<file path="config.mk">
export PLATFORM = sky130hd
export DESIGN_NAME = cpf_top
export DESIGN_NICKNAME = d
export VERILOG_FILES = /design/src/hdl/cpf_pkg.sv /design/src/hdl/cpf_top.sv
export SDC_FILE = /design/constraint.sdc
export NUM_CORES = 1
export LEC_CHECK = 0
export BUFFER_PORTS_ARGS = -buffer_cell sky130_fd_sc_hd__buf_2
export CORE_ASPECT_RATIO = 0.75
export CORE_MARGIN = 2
export CORE_UTILIZATION = 48
export CTS_CLUSTER_DIAMETER = 150
export DETAILED_ROUTE_END_ITERATION = 6
export GPL_TIMING_DRIVEN = 0
export PLACE_DENSITY = 0.63
export SLEW_MARGIN = 40
export SYNTH_ARGS = -nofsm -noshare
export SYNTH_HDL_FRONTEND = slang
export SYNTH_SLANG_ARGS = --single-unit
</file>
<file path="constraint.sdc">
create_clock -name clock -period 2.67 [get_ports clock]
set_input_delay 0.267 -clock clock [delete_from_list [all_inputs] [get_ports clock]]
set_output_delay 0.267 -clock clock [all_outputs]
set_load 0.01 [all_outputs]
</file>
<file path="src/hdl/cpf_pkg.sv">
// Overview of operation
// - Normal range drives both gates high
// - Sustained overcharge drops charge gate
// - Unlatched: below threshold plus load releases
// - Unlatched: below hysteresis alone releases
// - Latched: below hysteresis plus load releases
// - Sustained overdischarge drops discharge gate
// - Overdischarge enables load-sense pull-up
// - Overdischarge with sense above half enters powerdown
// - Above release level with charger ends overdischarge
// - Sustained discharge overcurrent drops discharge gate
// - Sustained short circuit drops discharge gate
// - Overcurrent or short enables load-sense pull-down
// - Sense at or below 0.25V ends overcurrent
// - Sustained charge overcurrent drops charge gate
// - Load (sense above quarter) alone releases charge overcurrent
// - Charger attach leaves powerdown
// - Powerdown only in enabled variant
// - Sense sign selects charge or discharge checks
// - Test mode shortens overcharge and overdischarge detection delays
package cpf_pkg;
  localparam int CLK_HZ = 40000000;
  // Delays in microseconds, typical figures
  localparam int OVERCHARGE_DETECT_DELAY_US = 1000000;
  localparam int OVERCHARGE_RELEASE_DELAY_US = 2000;
  localparam int OVERDISCHARGE_DETECT_DELAY_US = 128000;
  localparam int OVERDISCHARGE_RELEASE_DELAY_US = 2000;
  localparam int DISCHARGE_OVERCURRENT_DELAY_US = 8000;
  localparam int SHORT_CIRCUIT_DELAY_US = 250;
  localparam int CHARGE_OVERCURRENT_DELAY_US = 8000;
  localparam int TEST_DIVIDE = 64;
  localparam int TIMER_W = 32;
  localparam longint CYC_PER_US = CLK_HZ / 1000000;
  localparam int OC_DET_CYC = int'(OVERCHARGE_DETECT_DELAY_US * CYC_PER_US);
  localparam int OC_REL_CYC = int'(OVERCHARGE_RELEASE_DELAY_US * CYC_PER_US);
  localparam int OD_DET_CYC = int'(OVERDISCHARGE_DETECT_DELAY_US * CYC_PER_US);
  localparam int OD_REL_CYC = int'(OVERDISCHARGE_RELEASE_DELAY_US * CYC_PER_US);
  localparam int DOC_CYC = int'(DISCHARGE_OVERCURRENT_DELAY_US * CYC_PER_US);
  localparam int SC_CYC = int'(SHORT_CIRCUIT_DELAY_US * CYC_PER_US);
  localparam int COC_CYC = int'(CHARGE_OVERCURRENT_DELAY_US * CYC_PER_US);

  typedef enum logic [2:0] {
    CPF_NORMAL, CPF_OVERCHARGE, CPF_CHG_OVERCURRENT, CPF_OVERDISCHARGE,
    CPF_DSG_OVERCURRENT, CPF_POWERDOWN
  } cpf_state_e;

  // Comparator results, raw from the analog front end
  typedef struct packed {
    logic above_overcharge;
    logic above_overcharge_less_hys;
    logic below_overdischarge;
    logic above_overdischarge_release;
    logic above_discharge_overcurrent;
    logic above_short_circuit;
    logic below_charge_overcurrent;
    logic sense_above_quarter;
    logic sense_above_half;
    logic sense_at_supply;
  } cpf_cmp_s;

  typedef struct packed {
    logic charge_gate_out;
    logic discharge_gate_out;
    logic sense_pullup_en;
    logic sense_pulldown_en;
    logic powerdown;
  } cpf_out_s;
endpackage

</file>
<file path="src/hdl/cpf_top.sv">
`timescale 1ns/1ps
module cpf_top #(
  parameter bit LATCH_VARIANT = 1'b0,
  parameter bit POWERDOWN_VARIANT = 1'b1,
  parameter int OC_DET = cpf_pkg::OC_DET_CYC,
  parameter int OC_REL = cpf_pkg::OC_REL_CYC,
  parameter int OD_DET = cpf_pkg::OD_DET_CYC,
  parameter int OD_REL = cpf_pkg::OD_REL_CYC,
  parameter int DOC_DET = cpf_pkg::DOC_CYC,
  parameter int SC_DET = cpf_pkg::SC_CYC,
  parameter int COC_DET = cpf_pkg::COC_CYC
) (
  input wire logic clock,
  input wire logic sys_rst,
  input wire cpf_pkg::cpf_cmp_s cmp_in,
  output cpf_pkg::cpf_out_s ctl_out,
  output cpf_pkg::cpf_state_e state_out
);
  localparam int W = cpf_pkg::TIMER_W;

  cpf_pkg::cpf_cmp_s sync_a;
  cpf_pkg::cpf_cmp_s cmp;
  always_ff @(posedge clock) begin
    sync_a <= cmp_in;
    cmp <= sync_a;
  end

  cpf_pkg::cpf_state_e state;
  cpf_pkg::cpf_state_e next_state;

  // test mode via current-sense at supply
  wire test_mode = cmp.sense_at_supply;
  wire [W-1:0] oc_det_lim = test_mode ? W'(OC_DET / cpf_pkg::TEST_DIVIDE) : W'(OC_DET);
  wire [W-1:0] od_det_lim = test_mode ? W'(OD_DET / cpf_pkg::TEST_DIVIDE) : W'(OD_DET);

  // sign selects checks; test mode masks current checks
  wire charging = cmp.below_charge_overcurrent && !test_mode;
  wire dsg_oc = cmp.above_discharge_overcurrent && !cmp.above_short_circuit && !test_mode;
  wire dsg_sc = cmp.above_short_circuit && !test_mode;
  wire charger_on = !cmp.sense_above_half;
  wire load_on = cmp.sense_above_quarter;
  wire in_normal = state == cpf_pkg::CPF_NORMAL;

  wire below_hys = !cmp.above_overcharge_less_hys;
  wire oc_release = LATCH_VARIANT ? (below_hys && load_on)
    : ((!cmp.above_overcharge && load_on) || below_hys);

  // Qualifying conditions for each timer
  wire c_oc_det = in_normal && cmp.above_overcharge;
  wire c_oc_rel = state == cpf_pkg::CPF_OVERCHARGE && oc_release;
  wire c_od_det = in_normal && cmp.below_overdischarge;
  wire c_od_rel = state == cpf_pkg::CPF_OVERDISCHARGE && cmp.above_overdischarge_release
    && charger_on;
  wire c_doc = in_normal && dsg_oc;
  wire c_sc = in_normal && dsg_sc;
  wire c_coc = in_normal && charging;

  logic [W-1:0] t_oc_det, t_oc_rel, t_od_det, t_od_rel, t_doc, t_sc, t_coc;
  wire [W-1:0] next_oc_det = c_oc_det ? t_oc_det + 1'b1 : '0;
  wire [W-1:0] next_oc_rel = c_oc_rel ? t_oc_rel + 1'b1 : '0;
  wire [W-1:0] next_od_det = c_od_det ? t_od_det + 1'b1 : '0;
  wire [W-1:0] next_od_rel = c_od_rel ? t_od_rel + 1'b1 : '0;
  wire [W-1:0] next_doc = c_doc ? t_doc + 1'b1 : '0;
  wire [W-1:0] next_sc = c_sc ? t_sc + 1'b1 : '0;
  wire [W-1:0] next_coc = c_coc ? t_coc + 1'b1 : '0;

  wire e_oc_det = c_oc_det && t_oc_det >= oc_det_lim;
  wire e_oc_rel = c_oc_rel && t_oc_rel >= W'(OC_REL);
  wire e_od_det = c_od_det && t_od_det >= od_det_lim;
  wire e_od_rel = c_od_rel && t_od_rel >= W'(OD_REL);
  wire e_doc = c_doc && t_doc >= W'(DOC_DET);
  wire e_sc = c_sc && t_sc >= W'(SC_DET);
  wire e_coc = c_coc && t_coc >= W'(COC_DET);

  always_ff @(posedge clock) begin
    if (sys_rst) begin
      t_oc_det <= '0;
      t_oc_rel <= '0;
      t_od_det <= '0;
      t_od_rel <= '0;
      t_doc <= '0;
      t_sc <= '0;
      t_coc <= '0;
    end else begin
      t_oc_det <= next_oc_det;
      t_oc_rel <= next_oc_rel;
      t_od_det <= next_od_det;
      t_od_rel <= next_od_rel;
      t_doc <= next_doc;
      t_sc <= next_sc;
      t_coc <= next_coc;
    end
  end

  always_comb begin
    next_state = state;
    case (state)
      cpf_pkg::CPF_NORMAL: begin
        if (e_sc) next_state = cpf_pkg::CPF_DSG_OVERCURRENT;
        else if (e_doc) next_state = cpf_pkg::CPF_DSG_OVERCURRENT;
        else if (e_od_det) next_state = cpf_pkg::CPF_OVERDISCHARGE;
        else if (e_oc_det) next_state = cpf_pkg::CPF_OVERCHARGE;
        else if (e_coc) next_state = cpf_pkg::CPF_CHG_OVERCURRENT;
      end
      cpf_pkg::CPF_OVERCHARGE: begin
        if (e_oc_rel) next_state = cpf_pkg::CPF_NORMAL;
      end
      cpf_pkg::CPF_CHG_OVERCURRENT: begin
        if (load_on) next_state = cpf_pkg::CPF_NORMAL;
      end
      cpf_pkg::CPF_OVERDISCHARGE: begin
        if (e_od_rel) next_state = cpf_pkg::CPF_NORMAL;
        else if (POWERDOWN_VARIANT && cmp.sense_above_half) next_state = cpf_pkg::CPF_POWERDOWN;
      end
      cpf_pkg::CPF_DSG_OVERCURRENT: begin
        if (!load_on) next_state = cpf_pkg::CPF_NORMAL;
      end
      cpf_pkg::CPF_POWERDOWN: begin
        if (charger_on) next_state = cpf_pkg::CPF_OVERDISCHARGE;
      end
      default: next_state = cpf_pkg::CPF_NORMAL;
    endcase
  end

  always_ff @(posedge clock) begin
    if (sys_rst) state <= cpf_pkg::CPF_NORMAL;
    else state <= next_state;
  end

  wire chg_on = state == cpf_pkg::CPF_NORMAL || state == cpf_pkg::CPF_OVERDISCHARGE
    || state == cpf_pkg::CPF_DSG_OVERCURRENT || state == cpf_pkg::CPF_POWERDOWN;
  wire dsg_on = state == cpf_pkg::CPF_NORMAL || state == cpf_pkg::CPF_OVERCHARGE
    || state == cpf_pkg::CPF_CHG_OVERCURRENT;

  always_ff @(posedge clock) begin
    if (sys_rst) begin
      ctl_out <= '0;
      state_out <= cpf_pkg::CPF_NORMAL;
    end else begin
      ctl_out.charge_gate_out <= chg_on;
      ctl_out.discharge_gate_out <= dsg_on;
      ctl_out.sense_pullup_en <= state == cpf_pkg::CPF_OVERDISCHARGE
        || state == cpf_pkg::CPF_POWERDOWN;
      ctl_out.sense_pulldown_en <= state == cpf_pkg::CPF_DSG_OVERCURRENT;
      ctl_out.powerdown <= state == cpf_pkg::CPF_POWERDOWN;
      state_out <= state;
    end
  end
endmodule // cpf_top

</file>
==> results of run 1 <==
## state kept, by name, summed over array words and instances (netlist names), 3 cells and up
signal and cells:
t_oc_det 32, t_sc 32, t_od_rel 32, t_doc 32, t_od_det 32, cmp 8
t_oc_rel 32, state 3, t_coc 32, sync_a 10, state_out 3, ctl_out 5
## cell families after synthesis
| kind of cell | Yosys count | share of synthesized area, % |
|---|---|---|
| adders and majority gates | 36 | 4.04 |
| AOI/OAI and AO/OA | 88 | 4.66 |
| DFF | 255 | 45.8 |
| buffers and inverters | 66 | 2.24 |
| muxes | 1 | 0.0899 |
| and+or+nand+nor | 636 | 28.3 |
| xor gates and xnor gates | 189 | 14.9 |
## Yosys cell counts, drive strengths merged (17+ instances only)
cell,instances,area share [%]
nor2,241,8.2
nand4,39,2.2
xnor2,61,4.8
nand2,82,2.8
nand3,93,4.2
xor2,128,10
and3,51,2.9
inv,34,1.1
nor4,32,2.0
ha,36,4.0
dfxtp,255,46
a21oi,28,1.3
and4,17,1.3
clkbuf,31,1.0
nor3,22,1.0
or3,24,1.4
o21ai,35,1.6
## per-layer routing
metal	GRT usage (%)	up-vias	wire length (µm)
met3	2.65	31	673
met4	3.66	0	362
met5	0	-	0
met1	26.5	3934	11700
met2	26.1	97	8740
li1	-	4488	-
## power by group through the flow
stage / clock network [W] / registers, W / logic, W
2_1_floorplan: 0 / 0.00393 / 0.0000962
5_1_grt: 0.00428 / 0.00385 / 0.000204
6_report: 0.00402 / 0.00385 / 0.000180
3_5_place_dp: 0 / 0.00394 / 0.000155
3_3_place_gp: 0 / 0.00394 / 0.000151
4_1_cts: 0.00413 / 0.00385 / 0.000177
## stage by stage
stage | power [W] | TNS [ns] | cell area [µm²] | setup slack (ns)
4_1_cts | 0.00816 | 0 | 12800 | 0.0124
5_1_grt | 0.00834 | -0.0253 | 12800 | -0.0253
3_5_place_dp | 0.00410 | -0.410 | 11600 | -0.410
2_1_floorplan | 0.00403 | 0 | 11100 | 0.119
6_report | 0.00806 | 0 | 12800 | 0.0686
3_3_place_gp | 0.00409 | -8.40 | 11600 | -0.441
## critical path: stages (launching register included)
cell        delay [ns]
dfxtp_4           0.40
clkinvlp_4        0.09
buf_4             0.15
ha_1              0.30
and4b_1           0.18
and4b_1           0.21
o31ai_2           0.21
a31oi_2           0.18
or4_4             0.54
a32o_1            0.22
## worst paths after layout
| kind | endpoint |
|---|---|
| min | t_oc_det[1] |
| min reg2reg | cmp[8] |
| max | state[1] |
| max reg2reg | state[1] |
## layout make-up
class / count / share of cell area, %
multi-input cells: 950 / 45.5
flip-flops and latches: 255 / 39.8
clock buffers: 35 / 6.05
well taps: 300 / 2.93
repair buffers: 40 / 2.15
clock inverters: 13 / 1.56
inverters: 34 / 1.02
plain buffers: 32 / 0.947
## cells in the final DEF (no fill, tap or decap), types with 3 or more instances in the layout
master / synthesis / routed
clkbuf_16: 0 / 27
a211o_1: 3 / 3
buf_2: 1 / 21
and2_1: 8 / 8
xnor2_1: 61 / 61
and3_1: 51 / 51
nor4_1: 29 / 27
dlygate4sd3_1: 0 / 10
nor4_2: 2 / 4
a21oi_1: 28 / 28
bufinv_16: 0 / 5
xor2_1: 128 / 128
clkbuf_1: 31 / 32
nor2b_1: 6 / 6
buf_4: 0 / 10
nand3_1: 93 / 93
clkinvlp_4: 0 / 5
or3_1: 23 / 23
nand2b_1: 6 / 6
dfxtp_1: 255 / 254
nor3_1: 21 / 20
ha_1: 36 / 36
nand2_1: 82 / 82
nor2_1: 240 / 240
and4_1: 16 / 16
or4_1: 4 / 3
clkinv_2: 0 / 4
clkbuf_8: 0 / 7
nand4_1: 39 / 39
o21ai_0: 34 / 34
inv_1: 34 / 33
## repair_timing
| item | CTS | global route |
|---|---|---|
| endpoints found under the setup margin | 2 | 2 |
| buffers inserted | 6 | 4 |
| resized for setup | 3 | 6 |
| hold buffers | 10 | 0 |
| hold endpoints to repair | 10 | 0 |
| pin swaps | 0 | 7 |
==> metrics.csv, run 1 <==
metric,value,unit
share of cells above drive strength 1,7.28,%
Hold WC Path Type,in2reg,
startpoint type of the worst setup path,register,
pwr/cell area,628,nW/µm²
Tightest Pin Transition,0.809,ns
min-delay src,sys_rst,
LEAKAGE,4.55,nW
"FF+latch count, synth",255,
Yosys Warn Count,0,
FF/Latch Area,5110,µm²
Filler Cells Inserted,2068,
Crit. End Element,register,
GRT overflow,0,
# setup viols final,0,
worst hold slack,0.158,ns
Final Util,56.0,%
largest net degree at the start of global routing,15,
antenna-violating nets left,0,
Die ar.,24400,µm²
crit path DAT,3.02,ns
clk slew on worst S/H paths,0.06,ns
H-tree lvl count,1,
core area,22900,µm²
Initial DRT Pass Iterations,5,
Rel. slew slack,45.6,%
drt first-iter violations,520,
flop2flop setup slack,0.07,ns
internal power,0.00642,W
RR Startpoint,test_mode,
clk_lat worst skew,0.53,ns
Post-synth EDFFs,0,
I/O Buffers,19,
Max-cap violations,0,
Die H,136,µm
# IOs,20,
syn avg cell area,8.76,µm²
hold path depth,3,
Max Clock Skew,0.0144,ns
first-pass GRT wire length,36700,µm
sequential power share,47.8,%
total routed wirelength,21500,µm
clock buffer depth,3,
Nets,1387,
crit path from,test_mode,
wire per inst,12.9,µm
Syn Std Cell Area,11100,µm²
post-synthesis sequential area ratio,45.8,%
number of global-route vias before repair,7726,
Starting Density,48.7,%
Post-Syn Instances,1271,
WP data required,3.09,ns
row cnt,48,
Max Transition Viols Final,0,
Hold Fails Final Rpt,0,
Sw Ratio,20.3,%
period utilization,97.4,%
VDD IR max,0.000410,V
initial antenna violation count,0,
antenna cells,0,
min Tclk post-route,2.60,ns
syn_nets,1319,
gpl congestion,0.800,
async set or reset register ratio after synthesis,0,%
Multi-input gate area,5830,µm²
Yosys cell types,54,
post-DP HPWL,14700,µm
clock sink count,255,
All-Layer GR Usage,17.4,%
Reg2Reg Depth,9,
Via Count,8550,
Vias/cell,5.15,
CTS buffer count,26,
"Max FO, Critical Path",4,
Die X,180,µm
placed insts,1591,
Sw Pwr,0.00164,W
Comb pwr share,2.2,%
CTS tree,done,
fmax,384,MHz
fin cells,1659,
critical path type,reg2reg,
Main synth FF type,dfxtp_1,
# DRC,0,
clock share of power,49.9,%
status,completed,
Clock Tree Root,clkbuf_16,
area grow syn2layout,15.1,%
(Power assumes the default switching activity.)
==> inputs of run 2 (changes only) <==
Settings changed: ABC_AREA set to 1.
==> run 2 against run 1 <==
Clock-buffer cell count increased by 6; combinational power about the same; area after synthesis increased by 17%; final cell count is 39% higher; non-clock buffer count fell by 21; synthesized cell count grew 47%; sequential share of layout area down 4.8 points; critical endpoint is now state[0]; highest routed layer unchanged; sequential power barely moved; critical path type unchanged; sequential cell count is the same; largest cell class unchanged.
==> metrics.csv, run 2 <==
metric,value,unit
clock buffer depth,3,
initial antenna violation count,0,
syn avg cell area,6.96,µm²
largest net degree at the start of global routing,16,
final setup margin,0.282,ns
"commonest non-fill, non-tap cell in the layout",nand2_1,
clock sink count,255,
status,completed,
min Tclk post-route,2.39,ns
Max-cap violations,0,
cell taking the most area after synthesis,dfxtp_1,
Max Clock Skew,0.0235,ns
fin cells,2303,
number of global-route vias before repair,10500,
antenna-violating nets left,0,
Max Transition Viols Final,0,
CTS tree,done,
Synth Area in XOR/XNOR,2.08,%
clock share of power,48.4,%
Filler Cells Inserted,2649,
largest family of logic cells by synthesized area,simple AND/OR/NAND/NOR gates,
crit path from,test_mode,
CTS buffer count,27,
simple-gate share of the synthesized area,36.9,%
FF/Latch Area,5110,µm²
gpl congestion,0.855,
Sw Ratio,22.0,%
placed insts,2242,
Comb pwr share,2.3,%
LEAKAGE,5.23,nW
Die H,147,µm
post-synthesis mux area share,0,%
Yosys Warn Count,0,
Post-Syn Instances,1873,
Starting Density,48.5,%
Clock Tree Root,clkbuf_16,
WP data required,3.14,ns
Reg2Reg Depth,17,
# DRC,0,
H-tree lvl count,1,
I/O Buffers,18,
Post-Synth Adder-Cell Area,3.45,%
fmax,419,MHz
row cnt,52,
Vias/cell,5.01,
Area contributors post-synth,"dfxtp_1 (39%), nand2_1 (9.9%), nor2_1 (8.2%)",
Hold Fails Final Rpt,0,
post-route cell area,14600,µm²
clk_lat worst skew,0.57,ns
startpoint type of the worst setup path,register,
most frequent cells in the layout,"nand2_1 (345), nor2_1 (284), inv_1 (274), dfxtp_1 (254), a21oi_1 (132)",
post-DP HPWL,21200,µm
Tightest Pin Transition,0.626,ns
Nets,1981,
Setup WS pre-CTS,-0.289,ns
hold path depth,0,
crit path DAT,2.86,ns
Main synth FF type,dfxtp_1,
async set or reset register ratio after synthesis,0,%
RR Startpoint,test_mode,
share of cells above drive strength 1,9.12,%
Rel. slew slack,57.9,%
# setup viols final,0,
VDD IR max,0.000475,V
Initial DRT Pass Iterations,5,
core area,26900,µm²
syn_nets,1921,
GRT overflow,0,
Syn Std Cell Area,13000,µm²
area grow syn2layout,11.9,%
min-delay src,sync_a[0],
"Max FO, Critical Path",15,
Die ar.,28500,µm²
Via Count,11500,
first-pass GRT wire length,49000,µm
sequential power share,49.2,%
Die X,194,µm
All-Layer GR Usage,20.3,%
top-count cell post-synth,nand2_1,
drt first-iter violations,678,
placed cell area,13600,µm²
period utilization,89.4,%
critical path type,reg2reg,
Post-synth top cells,"nand2_1 (345), nor2_1 (284), inv_1 (275), dfxtp_1 (255), a21oi_1 (132)",
Yosys top cell area share,39.2,%
post-synthesis sequential area ratio,39.2,%
RSZ-0062 raised after global routing,no,
wire per inst,12.3,µm
Post-synth EDFFs,0,
Crit. End Element,register,
Hold WC Path Type,reg2reg,
Sw Pwr,0.00172,W
clk slew on worst S/H paths,0.06,ns
pwr/cell area,537,nW/µm²
Yosys cell types,42,
Synth Area in Compound Gates,9.57,%
# IOs,20,
Multi-input gate area,6780,µm²
worst hold slack,0.326,ns
"FF+latch count, synth",255,
antenna cells,0,
total routed wirelength,28400,µm
internal power,0.00610,W
run 2: changes by cell type after synthesis, sizes merged, moves of 51 or more:
cell,change
inv,+251
nand2,+278
nor2,+89
nor3,+80
xnor2,-51
xor2,-107
a21oi,+105
run 2: final timing paths:
path,endpoint,slack (ns)
setup / recovery,state[0],0.28
hold / removal,test_mode,0.33
setup reg to reg,state[0],0.28
hold reg to reg,test_mode,0.33
run 2: critical path, cell delays in order (launching register included):
cell and delay (ns):
dfxtp_4 0.51, clkinvlp_4 0.12, buf_4 0.19, ha_1 0.32, nand2_1 0.10, inv_1 0.05, nand2_1 0.05, nand2_1 0.05
a21oi_1 0.11, nand2_1 0.12, nand2_1 0.10, nand2_1 0.06, nand2_1 0.08, nand3_1 0.09, nand2_1 0.12, inv_1 0.09
nand3_1 0.08, nand2_1 0.05
run 2: cells by family (layout without fill, tap and decap cells):
group	count (synthesis)	in the layout
AOI/OAI and AO/OA	234	234
buffers and inverters	305	384
adders and majority gates	36	36
DFF	255	255
xor gates and xnor gates	31	31
and+or+nand+nor	1012	1012
run 2: repair_timing:
item | in CTS | in global routing
hold endpoints to repair | 15 | 0
setup endpoints to repair | 4 | 3
pin swaps | 0 | 0
hold buffers | 11 | 0
buffers inserted | 0 | 2
gates resized for setup | 1 | 2
run 2: area by class of cell:
cell class | count | share of cell area (%)
Multi-Input combinational cell | 1313 | 46.5
Inverter | 285 | 7.36
Clock buffer | 41 | 5.34
Clock inverter | 7 | 0.721
Tap cell | 351 | 3.01
Buffer | 20 | 0.592
Timing Repair Buffer | 31 | 1.48
Sequential cell | 255 | 35.0
run 2: routing by layer:
layer / track usage, % / share of wire (%) / vias up
li1: - / - / 6180
met1: 30.3 / 53 / 5132
met2: 31.0 / 41 / 198
met3: 2.80 / 4.2 / 35
met4: 4.38 / 1.8 / 0
met5: 0 / 0 / -
run 2: metrics by stage:
step,util (%),total power (W),TNS (ns)
floorplan,-,0.00405,0
global placement,50.5,0.00410,-0.755
detailed placement,50.5,0.00411,-0.859
CTS,54.2,0.00794,0
global route,54.3,0.00812,0
finish,54.3,0.00783,0
run 2: power by group through the flow:
stage	clock, W	combinational, W	sequential [W]
final	0.00379	0.000183	0.00385
after floorplan	0	0.000117	0.00393
after global placement	0	0.000167	0.00394
after CTS	0.00391	0.000183	0.00385
after global routing	0.00405	0.000211	0.00385
after detailed placement	0	0.000170	0.00394
